<file path="config.mk">
export PLATFORM = sky130hd
export DESIGN_NAME = itb_exec
export DESIGN_NICKNAME = d
export VERILOG_FILES = /design/src/inc/itb_pkg.sv /design/src/rtl/cond_check.sv /design/src/rtl/it_state.sv /design/src/rtl/itb_exec.sv
export SDC_FILE = /design/constraint.sdc
export NUM_CORES = 1
export LEC_CHECK = 0
export BUFFER_PORTS_ARGS = -buffer_cell sky130_fd_sc_hd__buf_4
export CAP_MARGIN = 20
export CORE_UTILIZATION = 40
export DETAILED_ROUTE_END_ITERATION = 10
export HOLD_SLACK_MARGIN = 0.06
export PLACE_DENSITY = 0.64
export SLEW_MARGIN = 20
export SYNTH_ARGS = -nofsm -noshare
export SYNTH_HDL_FRONTEND = slang
export SYNTH_SLANG_ARGS = --single-unit
</file>
<file path="constraint.sdc">
create_clock -name ref_clk_in -period 4.7 [get_ports ref_clk_in]
set_input_delay 0.705 -clock ref_clk_in [delete_from_list [all_inputs] [get_ports ref_clk_in]]
set_output_delay 0.705 -clock ref_clk_in [all_outputs]
set_load 0.005 [all_outputs]
</file>
<file path="src/inc/itb_pkg.sv">
/*
  Shared types and constants for the conditional-block, table-branch and
  breakpoint execution unit. Assumes a decoder upstream that fills instr_s.
*/
`default_nettype none
package itb_pkg;

  // Instruction classes seen by the unit
  typedef enum logic [2:0] {
    K_NORMAL = 3'h0,
    K_IF_THEN = 3'h1,
    K_TAB_BYTE = 3'h2,
    K_TAB_HALF = 3'h3,
    K_BREAK = 3'h4,
    K_COND_BRANCH = 3'h5
  } kind_e;

  // Condition flags
  typedef struct packed {
    logic n;
    logic z;
    logic c;
    logic v;
  } flags_s;

  // Decoded instruction as handed over by the decoder
  typedef struct packed {
    kind_e kind;
    logic wide;
    logic sets_flags;
    logic [3:0] cond;
    logic [3:0] mask;
    logic base_is_counter;
    logic [7:0] imm8;
    logic [24:0] offset;
  } instr_s;

  // Sequencer states, one-hot
  typedef enum logic [2:0] {
    ST_IDLE = 3'b001,
    ST_TABLE = 3'b010,
    ST_HALT = 3'b100
  } state_e;

  // Condition code groups (upper three bits), low bit inverts
  localparam logic [2:0] CC_EQ = 3'h0;
  localparam logic [2:0] CC_CS = 3'h1;
  localparam logic [2:0] CC_MI = 3'h2;
  localparam logic [2:0] CC_VS = 3'h3;
  localparam logic [2:0] CC_HI = 3'h4;
  localparam logic [2:0] CC_GE = 3'h5;
  localparam logic [2:0] CC_GT = 3'h6;
  localparam logic [2:0] CC_ALWAYS = 3'h7;
  localparam logic [3:0] COND_ALWAYS = 4'he;

  localparam logic [7:0] IT_CLEAR = 8'h00;
  localparam logic [31:0] NARROW_LEN = 32'h0000_0002;
  localparam logic [31:0] WIDE_LEN = 32'h0000_0004;
  localparam int HALF_INDEX_SHIFT = 1;
  localparam int TABLE_OFFSET_SHIFT = 1;
  localparam int SHORT_OFFSET_BITS = 21;
  localparam int LONG_OFFSET_BITS = 25;

endpackage : itb_pkg
`default_nettype wire

</file>
<file path="src/rtl/cond_check.sv">
/*
  Condition evaluator: four-bit condition code against the flags.
  Assumes the flags are stable in the cycle of evaluation.
*/
`timescale 1ns/1ps
`default_nettype none
module cond_check
  import itb_pkg::*;
(
  input wire logic [3:0] cond_in,
  input wire flags_s flags_in,
  output logic pass_out
);

  logic raw;

  // Group test, then optional inversion; the always group never inverts
  always_comb
  begin
    case (cond_in[3:1])
      CC_EQ: raw = flags_in.z;
      CC_CS: raw = flags_in.c;
      CC_MI: raw = flags_in.n;
      CC_VS: raw = flags_in.v;
      CC_HI: raw = flags_in.c & ~flags_in.z;
      CC_GE: raw = (flags_in.n == flags_in.v);
      CC_GT: raw = ~flags_in.z & (flags_in.n == flags_in.v);
      default: raw = 1'b1;
    endcase
    if (cond_in[3:1] != CC_ALWAYS && cond_in[0])
    begin
      pass_out = ~raw;
    end
    else
    begin
      pass_out = raw;
    end
  end

endmodule : cond_check
`default_nettype wire

</file>
<file path="src/rtl/it_state.sv">
/*
  Conditional-block state: base condition group in [7:5], current instruction's inversion bit in [4], remaining switch mask
  in [3:0]. Assumes only one of load/advance acts per cycle from the core.
*/
`timescale 1ns/1ps
`default_nettype none
module it_state
  import itb_pkg::*;
(
  input wire logic ref_clk_in,
  input wire logic rst_n_in,
  input wire logic load_in,
  input wire logic [7:0] load_val_in,
  input wire logic advance_in,
  input wire logic clear_in,
  input wire logic restore_in,
  input wire logic [7:0] restore_val_in,
  output logic [7:0] state_out,
  output logic in_block_out
);

  logic [7:0] next_state;

  // Restore beats clear beats load beats advance
  always_comb
  begin
    next_state = state_out;
    if (restore_in)
    begin
      next_state = restore_val_in;
    end
    else if (clear_in)
    begin
      next_state = IT_CLEAR;
    end
    else if (load_in)
    begin
      next_state = load_val_in;
    end
    else if (advance_in)
    begin
      // Last instruction when only the terminator bit is left
      if (state_out[2:0] == 3'h0)
      begin
        next_state = IT_CLEAR;
      end
      else
      begin
        next_state = {state_out[7:5], state_out[3:0], 1'b0};
      end
    end
  end

  always_ff @(posedge ref_clk_in)
  begin
    if (!rst_n_in)
    begin
      state_out <= IT_CLEAR;
    end
    else
    begin
      state_out <= next_state;
    end
  end

  assign in_block_out = (state_out[3:0] != 4'h0);

endmodule : it_state
`default_nettype wire

</file>
<file path="src/rtl/itb_exec.sv">
/*
  Execution unit for the if-then prefix, both table branches and the
  breakpoint. Assumes a decoder that presents one instruction at a time
  with valid/ready, a same-clock memory port for table reads, and a core
  that forms the link register and stacks the status word itself.
*/
`timescale 1ns/1ps
`default_nettype none
// Notes on behaviour
// - Prefix makes the next one to four instructions a conditional block.
// - Base condition governs the first; three switches govern the rest.
// - Each switch picks the base condition or its inverse.
// - Breakpoint inside a block executes even when its condition fails.
// - Exceptions between prefix and block instructions save block state.
// - Exception return into a block resumes it correctly.
// - Conditional branch works in and out of blocks, longer range inside.
// - Prefix and breakpoint leave the flags alone.
// - Table branches leave the flags alone.
// - Program counter as table base means byte after the instruction.
// - Halfword table index is shifted left by one.
// - Target is next address plus twice the unsigned table entry.
// - Breakpoint enters debug state.
// - Breakpoint immediate is eight bits, ignored, kept for the debugger.
module itb_exec
  import itb_pkg::*;
(
  input wire logic ref_clk_in,
  input wire logic rst_n_in,
  input wire logic instr_valid_in,
  input wire instr_s instr_in,
  input wire logic [31:0] instr_addr_in,
  input wire logic [31:0] base_reg_in,
  input wire logic [31:0] index_reg_in,
  input wire flags_s flags_in,
  input wire logic exc_entry_in,
  input wire logic exc_return_in,
  input wire logic [7:0] restore_itstate_in,
  input wire logic mem_ack_in,
  input wire logic [15:0] mem_rdata_in,
  input wire logic debug_resume_in,
  output logic instr_ready_out,
  output logic exec_out,
  output logic flags_we_out,
  output logic branch_valid_out,
  output logic [31:0] branch_target_out,
  output logic mem_req_out,
  output logic [31:0] mem_addr_out,
  output logic mem_half_out,
  output logic debug_enter_out,
  output logic debug_halted_out,
  output logic [7:0] break_imm_out,
  output logic [7:0] stacked_itstate_out,
  output logic [7:0] itstate_out,
  output logic in_block_out
);

  ////////////////////////////////////////////////////////////////////////
  // Declarations

  state_e state;
  state_e next_state;
  logic accept;
  logic cond_pass;
  logic run;
  logic [3:0] eff_cond;
  logic [31:0] after_addr;
  logic [31:0] table_base;
  logic [31:0] table_index;
  logic [31:0] short_off;
  logic [31:0] long_off;
  logic [31:0] ret_addr;
  logic [31:0] next_ret_addr;
  logic next_exec;
  logic next_flags_we;
  logic next_branch_valid;
  logic [31:0] next_branch_target;
  logic next_mem_req;
  logic [31:0] next_mem_addr;
  logic next_mem_half;
  logic next_debug_enter;
  logic [7:0] next_break_imm;
  logic [7:0] next_stacked;
  logic exc_take;
  logic ret_take;
  logic it_load;
  logic it_adv;
  logic [31:0] table_entry;

  ////////////////////////////////////////////////////////////////////////
  // Block state and condition

  // Exceptions are only taken between instructions, never mid table fetch
  assign exc_take = (state == ST_IDLE) & exc_entry_in;
  assign ret_take = (state == ST_IDLE) & ~exc_entry_in & exc_return_in;
  assign instr_ready_out = (state == ST_IDLE) & ~exc_entry_in & ~exc_return_in;
  assign accept = instr_valid_in & instr_ready_out;
  // Nested prefix is software's fault; it then simply advances the block
  assign it_load = accept & ~in_block_out & (instr_in.kind == K_IF_THEN);
  assign it_adv = accept & in_block_out;

  it_state u_it_state (
    .ref_clk_in(ref_clk_in),
    .rst_n_in(rst_n_in),
    .load_in(it_load),
    .load_val_in({instr_in.cond, instr_in.mask}),
    .advance_in(it_adv),
    .clear_in(exc_take),
    .restore_in(ret_take),
    .restore_val_in(restore_itstate_in),
    .state_out(itstate_out),
    .in_block_out(in_block_out)
  );

  // Inside a block the current switch position picks base or inverse
  always_comb
  begin
    if (in_block_out)
    begin
      eff_cond = itstate_out[7:4];
    end
    else if (instr_in.kind == K_COND_BRANCH)
    begin
      eff_cond = instr_in.cond;
    end
    else
    begin
      eff_cond = COND_ALWAYS;
    end
  end

  cond_check u_cond_check (
    .cond_in(eff_cond),
    .flags_in(flags_in),
    .pass_out(cond_pass)
  );

  assign run = cond_pass | (instr_in.kind == K_BREAK);

  ////////////////////////////////////////////////////////////////////////
  // Address arithmetic

  assign after_addr = instr_addr_in + (instr_in.wide ? WIDE_LEN : NARROW_LEN);
  assign table_base = instr_in.base_is_counter ? after_addr : base_reg_in;
  assign table_index = (instr_in.kind == K_TAB_HALF) ?
                       (index_reg_in << HALF_INDEX_SHIFT) : index_reg_in;
  // Only the low 21 offset bits reach outside a block
  assign short_off = {{(32 - SHORT_OFFSET_BITS){instr_in.offset[SHORT_OFFSET_BITS - 1]}},
                      instr_in.offset[SHORT_OFFSET_BITS - 1:0]};
  assign long_off = {{(32 - LONG_OFFSET_BITS){instr_in.offset[LONG_OFFSET_BITS - 1]}},
                     instr_in.offset};
  // Entry is unsigned, so the branch can only go forward
  assign table_entry = mem_half_out ? {16'h0000, mem_rdata_in} :
                       {24'h000000, mem_rdata_in[7:0]};

  ////////////////////////////////////////////////////////////////////////
  // Sequencer

  always_comb
  begin
    next_state = state;
    next_ret_addr = ret_addr;
    next_exec = 1'b0;
    next_flags_we = 1'b0;
    next_branch_valid = 1'b0;
    next_branch_target = branch_target_out;
    next_mem_req = mem_req_out;
    next_mem_addr = mem_addr_out;
    next_mem_half = mem_half_out;
    next_debug_enter = 1'b0;
    next_break_imm = break_imm_out;
    next_stacked = stacked_itstate_out;
    case (state)
      ST_IDLE:
      begin
        if (exc_take)
        begin
          next_stacked = itstate_out;
        end
        else if (accept)
        begin
          next_exec = run;
          // Prefix, table and breakpoint never write flags
          next_flags_we = run & instr_in.sets_flags &
                          (instr_in.kind == K_NORMAL);
          if (run)
          begin
            case (instr_in.kind)
              K_TAB_BYTE, K_TAB_HALF:
              begin
                next_mem_req = 1'b1;
                next_mem_addr = table_base + table_index;
                next_mem_half = (instr_in.kind == K_TAB_HALF);
                next_ret_addr = after_addr;
                next_state = ST_TABLE;
              end
              K_COND_BRANCH:
              begin
                next_branch_valid = 1'b1;
                next_branch_target = after_addr + (in_block_out ? long_off : short_off);
              end
              K_BREAK:
              begin
                next_debug_enter = 1'b1;
                next_break_imm = instr_in.imm8;
                next_state = ST_HALT;
              end
              default:
              begin
                next_state = ST_IDLE;
              end
            endcase
          end
        end
      end
      ST_TABLE:
      begin
        // Request holds until the memory answers
        if (mem_ack_in)
        begin
          next_mem_req = 1'b0;
          next_branch_valid = 1'b1;
          next_branch_target = ret_addr + (table_entry << TABLE_OFFSET_SHIFT);
          next_state = ST_IDLE;
        end
      end
      ST_HALT:
      begin
        if (debug_resume_in)
        begin
          next_state = ST_IDLE;
        end
      end
      default:
      begin
        next_state = ST_IDLE;
      end
    endcase
  end

  always_ff @(posedge ref_clk_in)
  begin
    if (!rst_n_in)
    begin
      state <= ST_IDLE;
      ret_addr <= 32'h0000_0000;
      exec_out <= 1'b0;
      flags_we_out <= 1'b0;
      branch_valid_out <= 1'b0;
      branch_target_out <= 32'h0000_0000;
      mem_req_out <= 1'b0;
      mem_addr_out <= 32'h0000_0000;
      mem_half_out <= 1'b0;
      debug_enter_out <= 1'b0;
      break_imm_out <= 8'h00;
      stacked_itstate_out <= IT_CLEAR;
    end
    else
    begin
      state <= next_state;
      ret_addr <= next_ret_addr;
      exec_out <= next_exec;
      flags_we_out <= next_flags_we;
      branch_valid_out <= next_branch_valid;
      branch_target_out <= next_branch_target;
      mem_req_out <= next_mem_req;
      mem_addr_out <= next_mem_addr;
      mem_half_out <= next_mem_half;
      debug_enter_out <= next_debug_enter;
      break_imm_out <= next_break_imm;
      stacked_itstate_out <= next_stacked;
    end
  end

  assign debug_halted_out = (state == ST_HALT);
endmodule : itb_exec
`default_nettype wire

</file>
Yosys cells after proc, flatten, opt, wreduce, memory -nomap -nowiden:

Index checks and enable logic that the tools add are counted.

* ROM bits: 0
* output and inout bits: 97
* input bits: 178
* bits in writable memories: 0
* memories kept: 0
* bits in registers: 129
* latch bits: 0

* div/mod/pow operators: 0
* $add $sub $neg: 4
* multipliers: 0
* bitwise operators: 23
* reduce and logical (&&, ||, !) cells: 18
* shift operators: 0
* magnitude comparators: 0
* multiplexer cells: 40
* equal/unequal tests: 24

Operator list (count)
* $mux 32: 8
* $add 32x32->32: 2
* $pmux 32 s2: 1
* $mux 8: 5
* $add 32x17->32: 1
* $add 32x3->32: 1
* $eq 3x3->1 const B: 6
* $mux 3: 6
* $pmux 3 s3: 2
* $reduce_and 6->1: 3
* $mux 16: 1
* $eq 3x2->1 const B: 5
* $and 1x1->1: 12
* $mux 1: 12
* $ne 2x2->1 const B: 6
* $reduce_bool 4->1: 3
* $not 1->1: 10
* $reduce_and 5->1: 2
* $eq 3x1->1 const B: 3
* $logic_not 3->1: 3
* $mux 4: 2
* $pmux 1 s7: 1
* $reduce_or 5->1: 1
* $ne 2x1->1 const B: 2
* 9 further kinds: 11

Logic depth before layout (Yosys ltp):

Gate-level depths: netlist (run 1).

* depth after elaboration: 12
* gate-level depth with buffers: 20
* gate-level depth less buffers: 20

Hierarchy:

From an unflattened synthesis (run 1), not the netlist that was laid out.

* cells, all modules: 1423
* area total of the unflattened synthesis: 10732.8 um2

Modules (own cells, without submodules)
* itb_exec: seq. area each 2422.3 um2, times used 1, area an instance 10152.2 um2, cells an instance 1352
* it_state: seq. area each 160.2 um2, times used 1, area an instance 447.9 um2, cells an instance 53
* cond_check: seq. area each 0.0 um2, times used 1, area an instance 132.6 um2, cells an instance 18

Worst setup path before layout (run 1):

Ideal clock, no wire load.

* path type: input-to-reg
* from: input instr_in[43] in the netlist's numbering
* to: register mem_addr_out[31]
* arrival: 4.737 ns
* setup slack: -0.159 ns
* path buffers: 0
* cell stages on the path: 18
* library setup time: 0.121 ns
* data required time: 4.579 ns
* cells stage by stage: inv_1 ha_1 inv_1 fa_1 nand3b_1 nor4_1 nand2_1 xnor2_1 mux2_2 ha_1 and4_1 nand2_1 o31a_1 o21ai_0 a21boi_0 o32ai_1 xnor2_1 o21ai_0

* word-level cells in the longest chain between the ends: 4

RTL lines
* start, declared: RTL line itb_exec.sv:30 `input wire instr_s instr_in,`
* $mux 3: RTL line itb_exec.sv:142 `assign after_addr = instr_addr_in + (instr_in.wide ? WIDE_LEN : NARROW_LEN);`
* $add 32x3->32: RTL line itb_exec.sv:142
* via after_addr[17]: RTL line itb_exec.sv:66 `logic [31:0] after_addr;`
* $mux 32: RTL line itb_exec.sv:143 `assign table_base = instr_in.base_is_counter ? after_addr : base_reg_in;`
* $add 32x32->32: RTL line itb_exec.sv:191 `next_mem_addr = table_base + table_index;`
* end signal, assigned: RTL line itb_exec.sv:266 `mem_addr_out <= next_mem_addr;`
* end, declared: RTL line itb_exec.sv:47 `output logic [31:0] mem_addr_out,`

The timed path passes the listed nets, and every way through them passes these cells.
A chain may end at the register's enable or synchronous reset.

Worst setup path after layout (run 1):

* from: input instr_in[43] in the netlist's numbering
* to: register branch_target_out[31]

* word-level cells in the longest chain between the ends: 8

RTL lines
* $mux 3: RTL line itb_exec.sv:142
* $add 32x3->32: RTL line itb_exec.sv:142
* via after_addr[13]: RTL line itb_exec.sv:66
* $add 32x32->32: RTL line itb_exec.sv:199 `next_branch_target = after_addr + (in_block_out ? long_off : short_off);`
* $mux 32: RTL line itb_exec.sv:187 `case (instr_in.kind)`
* $mux 32: RTL line itb_exec.sv:185 `if (run)`
* $mux 32: RTL line itb_exec.sv:179 `else if (accept)`
* $mux 32: RTL line itb_exec.sv:175 `if (exc_take)`
* $pmux 32 s2: RTL line itb_exec.sv:172 `case (state)`
* end signal, assigned: RTL line itb_exec.sv:264 `branch_target_out <= next_branch_target;`
* end, declared: RTL line itb_exec.sv:45 `output logic [31:0] branch_target_out,`

The timed path passes the listed nets, and every way through them passes these cells. The select of a mux whose other input is x is not followed.

==> results.txt, run 1 <==
- For this run, the post-layout net count is between 1500 and 2000.
* Type of the tightest min-delay check: flop to flop
- Final number of hold-violating endpoints: 0
- In the synthesized netlist the dominant register cell turns out to be dfxtp_1.
- For this run the aggregate overflow at the end of global routing stands at 0.
* Clock network latency to the later pin of the worst-skew pair: approximately 430 ps
- Counting every net in the synthesized netlist gives 1633.
* Initial core utilization: 0.4120
- Power density over the cells: 268.5 nW/µm²
- Hold path depth: 2
- Post-synth EDFFs: 0
- The first detailed-routing pass took 8 iterations.
* Peak VDD IR: 0.2026 mV
- Gpl congestion: 0.9647
- The critical path goes through buf_4 -> inv_1 -> ha_1 -> inv_1 -> fa_1 -> nand3b_1 -> nor4_2 -> buf_4 -> nand3_1 -> xnor2_2 -> ha_1 -> o21ai_0 -> o21ai_0 -> or4b_2 -> a21o_1 -> o21ai_1 -> o41ai_1 -> xnor2_1 -> o2111ai_1 -> o21ai_0.
- approximately 280 I/O pins were placed.
* Violated checks: design-rule violations
- STA puts the critical path data required time at about 5000 ps.
* Seq/Total Area, Yosys: 0.2385
- Counting I/O delays and the setup requirement, the final critical path takes around 4500 ps.
- The worst setup path is captured at a flop.
* Run status: finished with violations
- After detailed placement, the total cell area comes to around 14000 µm².
- Of all nets on the critical path, the largest fanout is 6.
* Max-slew headroom at the worst pin: 0.5235
* Crit path setup slack, layout: 234.5 ps
* Setup total negative slack: 0 ps
- Dividing the final minimum period by the clock period gives 0.9501.
- Pin count of the biggest net entering global routing: 59
- Total DRC errors in the routed layout: 10
- The critical path in this run is classified as input pin to flop.
* Via density per instance: around 5.4
- Total of max-cap violations: 0
- Via count of the first global-routing pass: 10780
- Synthesis inferred ~130 register bits.
- After the first detailed-routing iteration, the DRC count stood at 748.
* Global-route wire length before repair: about 57 mm
- In this run the cell area of the synthesized design comes to approximately 11000 µm².
* Cell count along the critical path: 20
* Total wirelength of the detailed-routed design: roughly 36 mm
- Measured along the x axis, the die boundary spans between 150 and 200 µm.
- Tightest Pin Transition: between 700 and 800 ps
- Main area contributors after synthesis: dfxtp_1, ha_1, nand2_1, mux2_2, xnor2_1
- The H-tree was split into 4 levels.
* Max-slew violations: 0
- The initial antenna violation count is 1.
* WL per Instance: between 15 and 20 µm
* Overall die area: about 28000 µm²
- Data arrives at the worst endpoint at approximately 4800 ps.
- Slowest Stage Delay on Critical Path: ~620 ps
- The largest total area in the synthesized netlist belongs to dfxtp_1.
- Unrepaired setup endpoints after global routing: no
* Post-DP HPWL: approximately 29 mm
- Crit path max-delay family: simple AND/OR/NAND/NOR gates
* Register-to-Register Path Depth: 10
* Final antenna-violating net count: 0
- STA classifies the critical path startpoint as an input pin.
* Clock tree sinks: 129
- The routed layout has roughly 11000 vias.
- During synthesis, Yosys emitted a total of 0 warnings.
- Chip Height: 166.5 µm
- Counting the buffers created by CTS gives 17.
- Global router's overall resource usage: 0.2580
- Clock-pin slew was measured on the worst setup and hold paths at ~80 ps.
- Counting both buffers and inverters, the worst setup path holds a total of 4.
- TritonCTS built the clock tree.
* Distinct cells, synth: just under 80
- Fraction of layout cells with a size suffix above 1: 0.2884
- Mapped Avg Cell Area: roughly 8 µm²
* Yosys top cell area share: 0.2385
- Filler Cell Count: about 2500
- By instance count, the cell type seen most on the critical path is o21ai_0.
- Relative to the synthesized area, the layout overhead comes to 33.56%.
* Root cell of the clock tree: clkbuf_16
* Buffers on Ports: roughly 270
- For this design, the slowest cell found on the critical path is or4b_2.
- After layout, the design draws a total of 3.883 mW.
- Final design area excluding fillers: 14460 µm²
- The region available for standard cell placement spans around 26000 µm².
- No sink is reached through more buffers than the 2 on the longest clock path.
- Setup violations remaining at the end of the flow were counted as 0.
* Max frequency: 223.9 MHz
- The number of hold buffers added after CTS was 0.
- Counting flops with an async set or reset pin after synthesis yields a share of 0.
- For this design the static power due to leakage is 6.373 nW.
- Instance count of the mapped netlist: around 1400
* Worst slack at placement: -222.4 ps
- The tightest hold path in the finished design has a slack of around 450 ps.
- Cell Rows: just under 60
- Worst clock skew on the final layout: 18.86 ps
## power by group
part	internal [mW]	switching, mW
Clock	0.805	0.577
Combinational	0.657	0.709
Sequential	1.11	0.0206
## flip-flops by register name, indices dropped and copies added, names as in the netlist
register,flops
branch_target_out,32
mem_addr_out,32
ret_addr,32
break_imm_out,8
stacked_itstate_out,8
u_it_state.state_out,8
state,3
branch_valid_out,1
debug_enter_out,1
exec_out,1
flags_we_out,1
mem_half_out,1
mem_req_out,1
## cell type report
type / count / area, µm² / area share
Inverter: 28 / 105.1 / 0.007268
Clock inverter: 14 / 156.4 / 0.01082
Antenna cell: 1 / 2.502 / 0.0001731
Multi-Input combinational cell: 1160 / 7880 / 0.5450
Timing Repair Buffer: 378 / 2875 / 0.1988
Clock buffer: 18 / 439.2 / 0.03037
Tap cell: 335 / 419.2 / 0.02899
Sequential cell: 129 / 2582 / 0.1786
## metal layers
layer  part of all wire  vias up  global-route usage
met5                  0        -                   0
met1               0.48     5181              0.3659
met2               0.45      321              0.4099
li1                   -     5654                   -
met3              0.054       27             0.04111
met4              0.012        0             0.05395
## cells in the mapped netlist, types with 25 or more instances
library cell  count
ha_1             80
a21oi_1         107
xor2_1           42
a21boi_0         46
xnor2_1          68
a21o_1           45
o21ai_0          69
clkbuf_1         35
dfxtp_1         129
nand2_1         234
a211oi_1         25
nor2_1           85
inv_1            27
nand3_1          32
mux2_2           61
## what timing repair did
item | CTS | global route
endpoints found under the setup margin | 0 | 7
buffers inserted | 0 | 0
resized for setup | 0 | 5
## placed cells by master, fill, tap and decap left out, drive strengths merged, types with 7 or more instances in the layout
cell / Yosys / layout
o211ai: 16 / 16
inv: 28 / 31
nor4: 9 / 9
ha: 80 / 80
nor3b: 10 / 10
and3: 11 / 11
or3: 11 / 11
xnor2: 68 / 68
nand2: 234 / 234
o211a: 11 / 11
nand4: 18 / 18
xor2: 42 / 42
dfxtp: 129 / 129
a21boi: 48 / 48
buf: 19 / 378
nor3: 20 / 20
nand3: 32 / 32
o31ai: 7 / 7
mux2: 61 / 61
and2: 20 / 20
nand2b: 9 / 9
o21bai: 12 / 12
a311oi: 7 / 7
o21a: 18 / 18
clkbuf: 35 / 18
o21ai: 71 / 71
a21oi: 107 / 107
a21o: 45 / 45
a31oi: 9 / 9
nor2: 85 / 85
a211oi: 25 / 25
## kinds of logic (layout without fill, tap and decap cells)
logic type	after synthesis	count (layout)	share of synthesized area
AND/OR/NAND/NOR	481	481	0.2071
AO/OA/AOI/OAI	419	419	0.2596
flip-flops	129	129	0.2385
XOR/XNOR	110	110	0.08899
adder cells (fa/ha/maj)	84	84	0.09985
buffers and inverters	82	438	0.03675
multiplexers	66	66	0.06922
other	0	1	0
## metrics by stage
| stage | util | std cells |
|---|---|---|
| after floorplan | - | 1371 |
| after global placement | 0.5267 | 2030 |
| after detailed placement | 0.5269 | 2030 |
| after CTS | 0.5496 | 2062 |
| after global routing | 0.5502 | 2063 |
| final | 0.5502 | 2063 |
## worst paths after layout
kind | from | endpoint | slack [ps]
max | instr_in[43] | branch_target_out[31] | 230
min | mem_addr_out[4] | mem_addr_out[4] | 450
max reg2reg | u_it_state.state_out[0] | mem_addr_out[22] | 750
min reg2reg | mem_addr_out[4] | mem_addr_out[4] | 450
## worst register-to-register path: cells and delay by family (launching register included)
kind	cells	cell delay, ps
AND/OR/NAND/NOR	3	1270
AO/OA/AOI/OAI	4	1100
buffers and inverters	2	660
multiplexers	1	450
flip-flops	1	390
(Power assumes the default switching activity.)
==> inputs of run 2 (changes only) <==
--- a/config.mk
+++ b/config.mk
@@ -11,6 +11,7 @@
 export DETAILED_ROUTE_END_ITERATION = 10
 export HOLD_SLACK_MARGIN = 0.06
 export PLACE_DENSITY = 0.64
+export RECOVER_POWER = 100
 export SLEW_MARGIN = 20
 export SYNTH_ARGS = -nofsm -noshare
 export SYNTH_HDL_FRONTEND = slang
==> run 2 against run 1 <==
Against the previous run:
- the flow still finishes with violations (design-rule violations)
- wire length shrank 0.29%
- clock power is essentially flat
- total power is 0.43% lower
- clock skew grew 0.70 ps
- register-to-register slack got worse by 330 ps
- maximum frequency hardly changed
- final cell count unchanged
- non-clock buffer count is the same
- largest cell class unchanged
==> results.txt, run 2 (synthesis gave the netlist of run 1 again) <==
- End point of the worst hold path: mem_addr_out[4]
- The die is 166.5 µm tall.
- The flow ran to the end, but the final reports show violations.
- Overall power consumption after layout is estimated at roughly 3.9 mW.
- The worst setup path is launched from an input pin.
- Summing over every cut layer, the via total after detailed routing is approximately 11000.
- Fraction of layout cells with a size suffix above 1: 0.2797
- Worst R2R Start: u_it_state.state_out[0]
- In this run, post-CTS hold repair placed 0 buffers.
- For this block, the routed nets add up to roughly 36 mm of wire.
- In this run the power density over the cells is approximately 270 nW/µm².
- Total DRC errors in the routed layout: 10
* Die width: ~170 µm
* Clock tree sinks: between 100 and 150
* Buffers on Ports: roughly 270
* Top library cells by usage in the layout, fill and taps aside: buf_4, nand2_1, dfxtp_1, a21oi_1, clkbuf_4
* Most common library cell in the layout ignoring fill and taps: buf_4
- Initial core utilization: 0.4120
- The min-delay analysis places its worst path in the category flop to flop.
- Worst path cell trace: clkbuf_4 -> inv_1 -> ha_1 -> inv_1 -> fa_1 -> nand3b_1 -> nor4_2 -> buf_4 -> nand3_1 -> xnor2_2 -> ha_1 -> o21ai_0 -> o21ai_0 -> or4b_2 -> a21o_1 -> o21ai_1 -> o41ai_1 -> xnor2_1 -> o2111ai_1 -> o21ai_0
- The startpoint identified for the worst hold timing path is mem_addr_out[4].
- The critical path is of the input pin to flop type.
- Minimum period implied by the final worst setup slack: ~4500 ps
- Final net count: between 1500 and 2000
* Overall die area: around 28000 µm²
- CTS built an H-tree with a depth of 4.
- Antenna violations before repair: 1
- Once detail routing completed, the nets flagged for antenna violations numbered 0.
- Setup-violating endpoint count in the final report: 0
- Arrival time at the worst endpoint: 4760 ps
- Of all nets on the critical path, the largest fanout is 6.
* Cell Rows: between 50 and 60
- First-pass iteration count of the detailed router: 8
* Max-slew violations: 0
* Standby leakage power: roughly 6.3 nW
- After detailed routing, the average wire length per cell comes to 17.50 µm.
- For this run, the top clock speed supported by timing is 223.9 MHz.
* Registers with the highest flip-flop counts: branch_target_out x32, mem_addr_out x32, ret_addr x32
* Post-DP HPWL: ~29 mm
* Tightest Pin Transition: 1406 ps
- Unrepaired setup endpoints after global routing: no
* Via density per instance: approximately 5.4
- Clock network latency to the later pin of the worst-skew pair: roughly 440 ps
* Violated checks: design-rule violations
* Setup total negative slack: 0 ps
* Clock transition time at the flip-flop clock pins of the worst setup and hold paths: ~80 ps
* Type of element capturing the critical path: flop
* Global-route wire length before repair: between 50 and 60 mm
- R2r setup slk: about 420 ps
- The floorplan step defined a core boundary enclosing about 26000 µm².
* Via count of the first global-routing pass: roughly 11000
* TritonCTS clock tree: built
- Dividing the final minimum period by the clock period gives 0.9503.
- Routability-driven placement finished with a final weighted congestion of 0.9647.
- The worst hold path was traced through 2 stages.
- Register-to-Register Path Depth: 10
* Capturing point of the worst reg2reg path: mem_addr_out[16]
- Area after DPL: 13850 µm²
- Sum of overflow across all layers after global routing: 0
* Cell with the largest stage delay on the worst path: or4b_2
- Entering global routing, the biggest net connects 59 pins.
- VDD sags by at most 0.2040 mV.
- Global router's overall resource usage: 0.2580
- The clock passes through at most 2 buffers.
* # IOs: 275
* Max-slew headroom at the worst pin: 0.06262
- Worst path required time: 4990 ps
* Most common cell type on the critical path: o21ai_0
- The root buffer cell chosen for the clock tree is clkbuf_16.
* CTS buffer count: 17
- The final hold violation count was 0.
- After the first detailed-routing iteration, the DRC count stood at around 760.
- Synthesis-to-finish area growth: 32.58%
- On the final layout, the worst clock skew is between 15 and 20 ps.
* Total of max-cap violations: 0
- In this design, the stage delay of the slowest critical-path cell is 620 ps.
- Once layout is done, the placed cells without fillers occupy between 10000 and 15000 µm².
- Across all hold checks on the routed design, the worst slack comes to about 450 ps.
run 2: layout make-up:
class	instances	area, µm²
inverter	28	105.1
fill	2556	11930
timing repair buffer	378	2818
tap	335	419.2
clock inverter	14	156.4
sequential	129	2582
antenna	1	2.502
clock buffer	18	439.2
multi-input combinational	1160	7831
run 2: routing by layer:
metal	routed length, µm	vias to the layer above	global-route usage	share of wire
met5	0	-	0	0
met4	432	0	0.05395	0.012
met3	1861	26	0.04111	0.052
met2	16250	332	0.4099	0.45
met1	17550	5194	0.3659	0.49
li1	-	5668	-	-
run 2: worst max path at each step:
stage	startpoint	cells after the start	slack [ps]	to
CTS	instr_in[43]	20	180	branch_target_out[31]
detailed placement	instr_in[43]	20	-220	branch_target_out[31]
floorplan	instr_in[43]	18	50	mem_addr_out[31]
global route	instr_in[43]	21	10	mem_addr_out[31]
finish	instr_in[43]	20	230	branch_target_out[31]
global placement	instr_in[43]	20	-130	branch_target_out[31]
run 2: power breakdown:
part	internal, mW	switching [mW]	total [mW]	leakage, nW
Clock	0.805	0.581	1.39	0.285
Sequential	1.11	0.0202	1.13	1.04
Combinational	0.646	0.700	1.35	4.94
run 2: timing repair:
item / 4_1_cts / 5_1_grt
endpoints found under the setup margin: 0 / 7
resized for setup: 0 / 5
buffers inserted: 0 / 0
run 2: per-stage QoR:
| step | utilization | instances | worst slack [ps] |
|---|---|---|---|
| after floorplan | - | 1371 | 49.14 |
| after global placement | 0.5267 | 2030 | -126.2 |
| after detailed placement | 0.5269 | 2030 | -222.4 |
| after CTS | 0.5496 | 2062 | 183.1 |
| after global routing | 0.5462 | 2063 | 13.39 |
| final | 0.5462 | 2063 | 233.7 |
run 2: critical path: cells and delay by family:
family | cells | cell delay, ps
compound gates | 7 | 1200
fa+ha+maj | 3 | 880
simple gates | 4 | 1230
xor+xnor | 2 | 300
buf+inv | 4 | 420
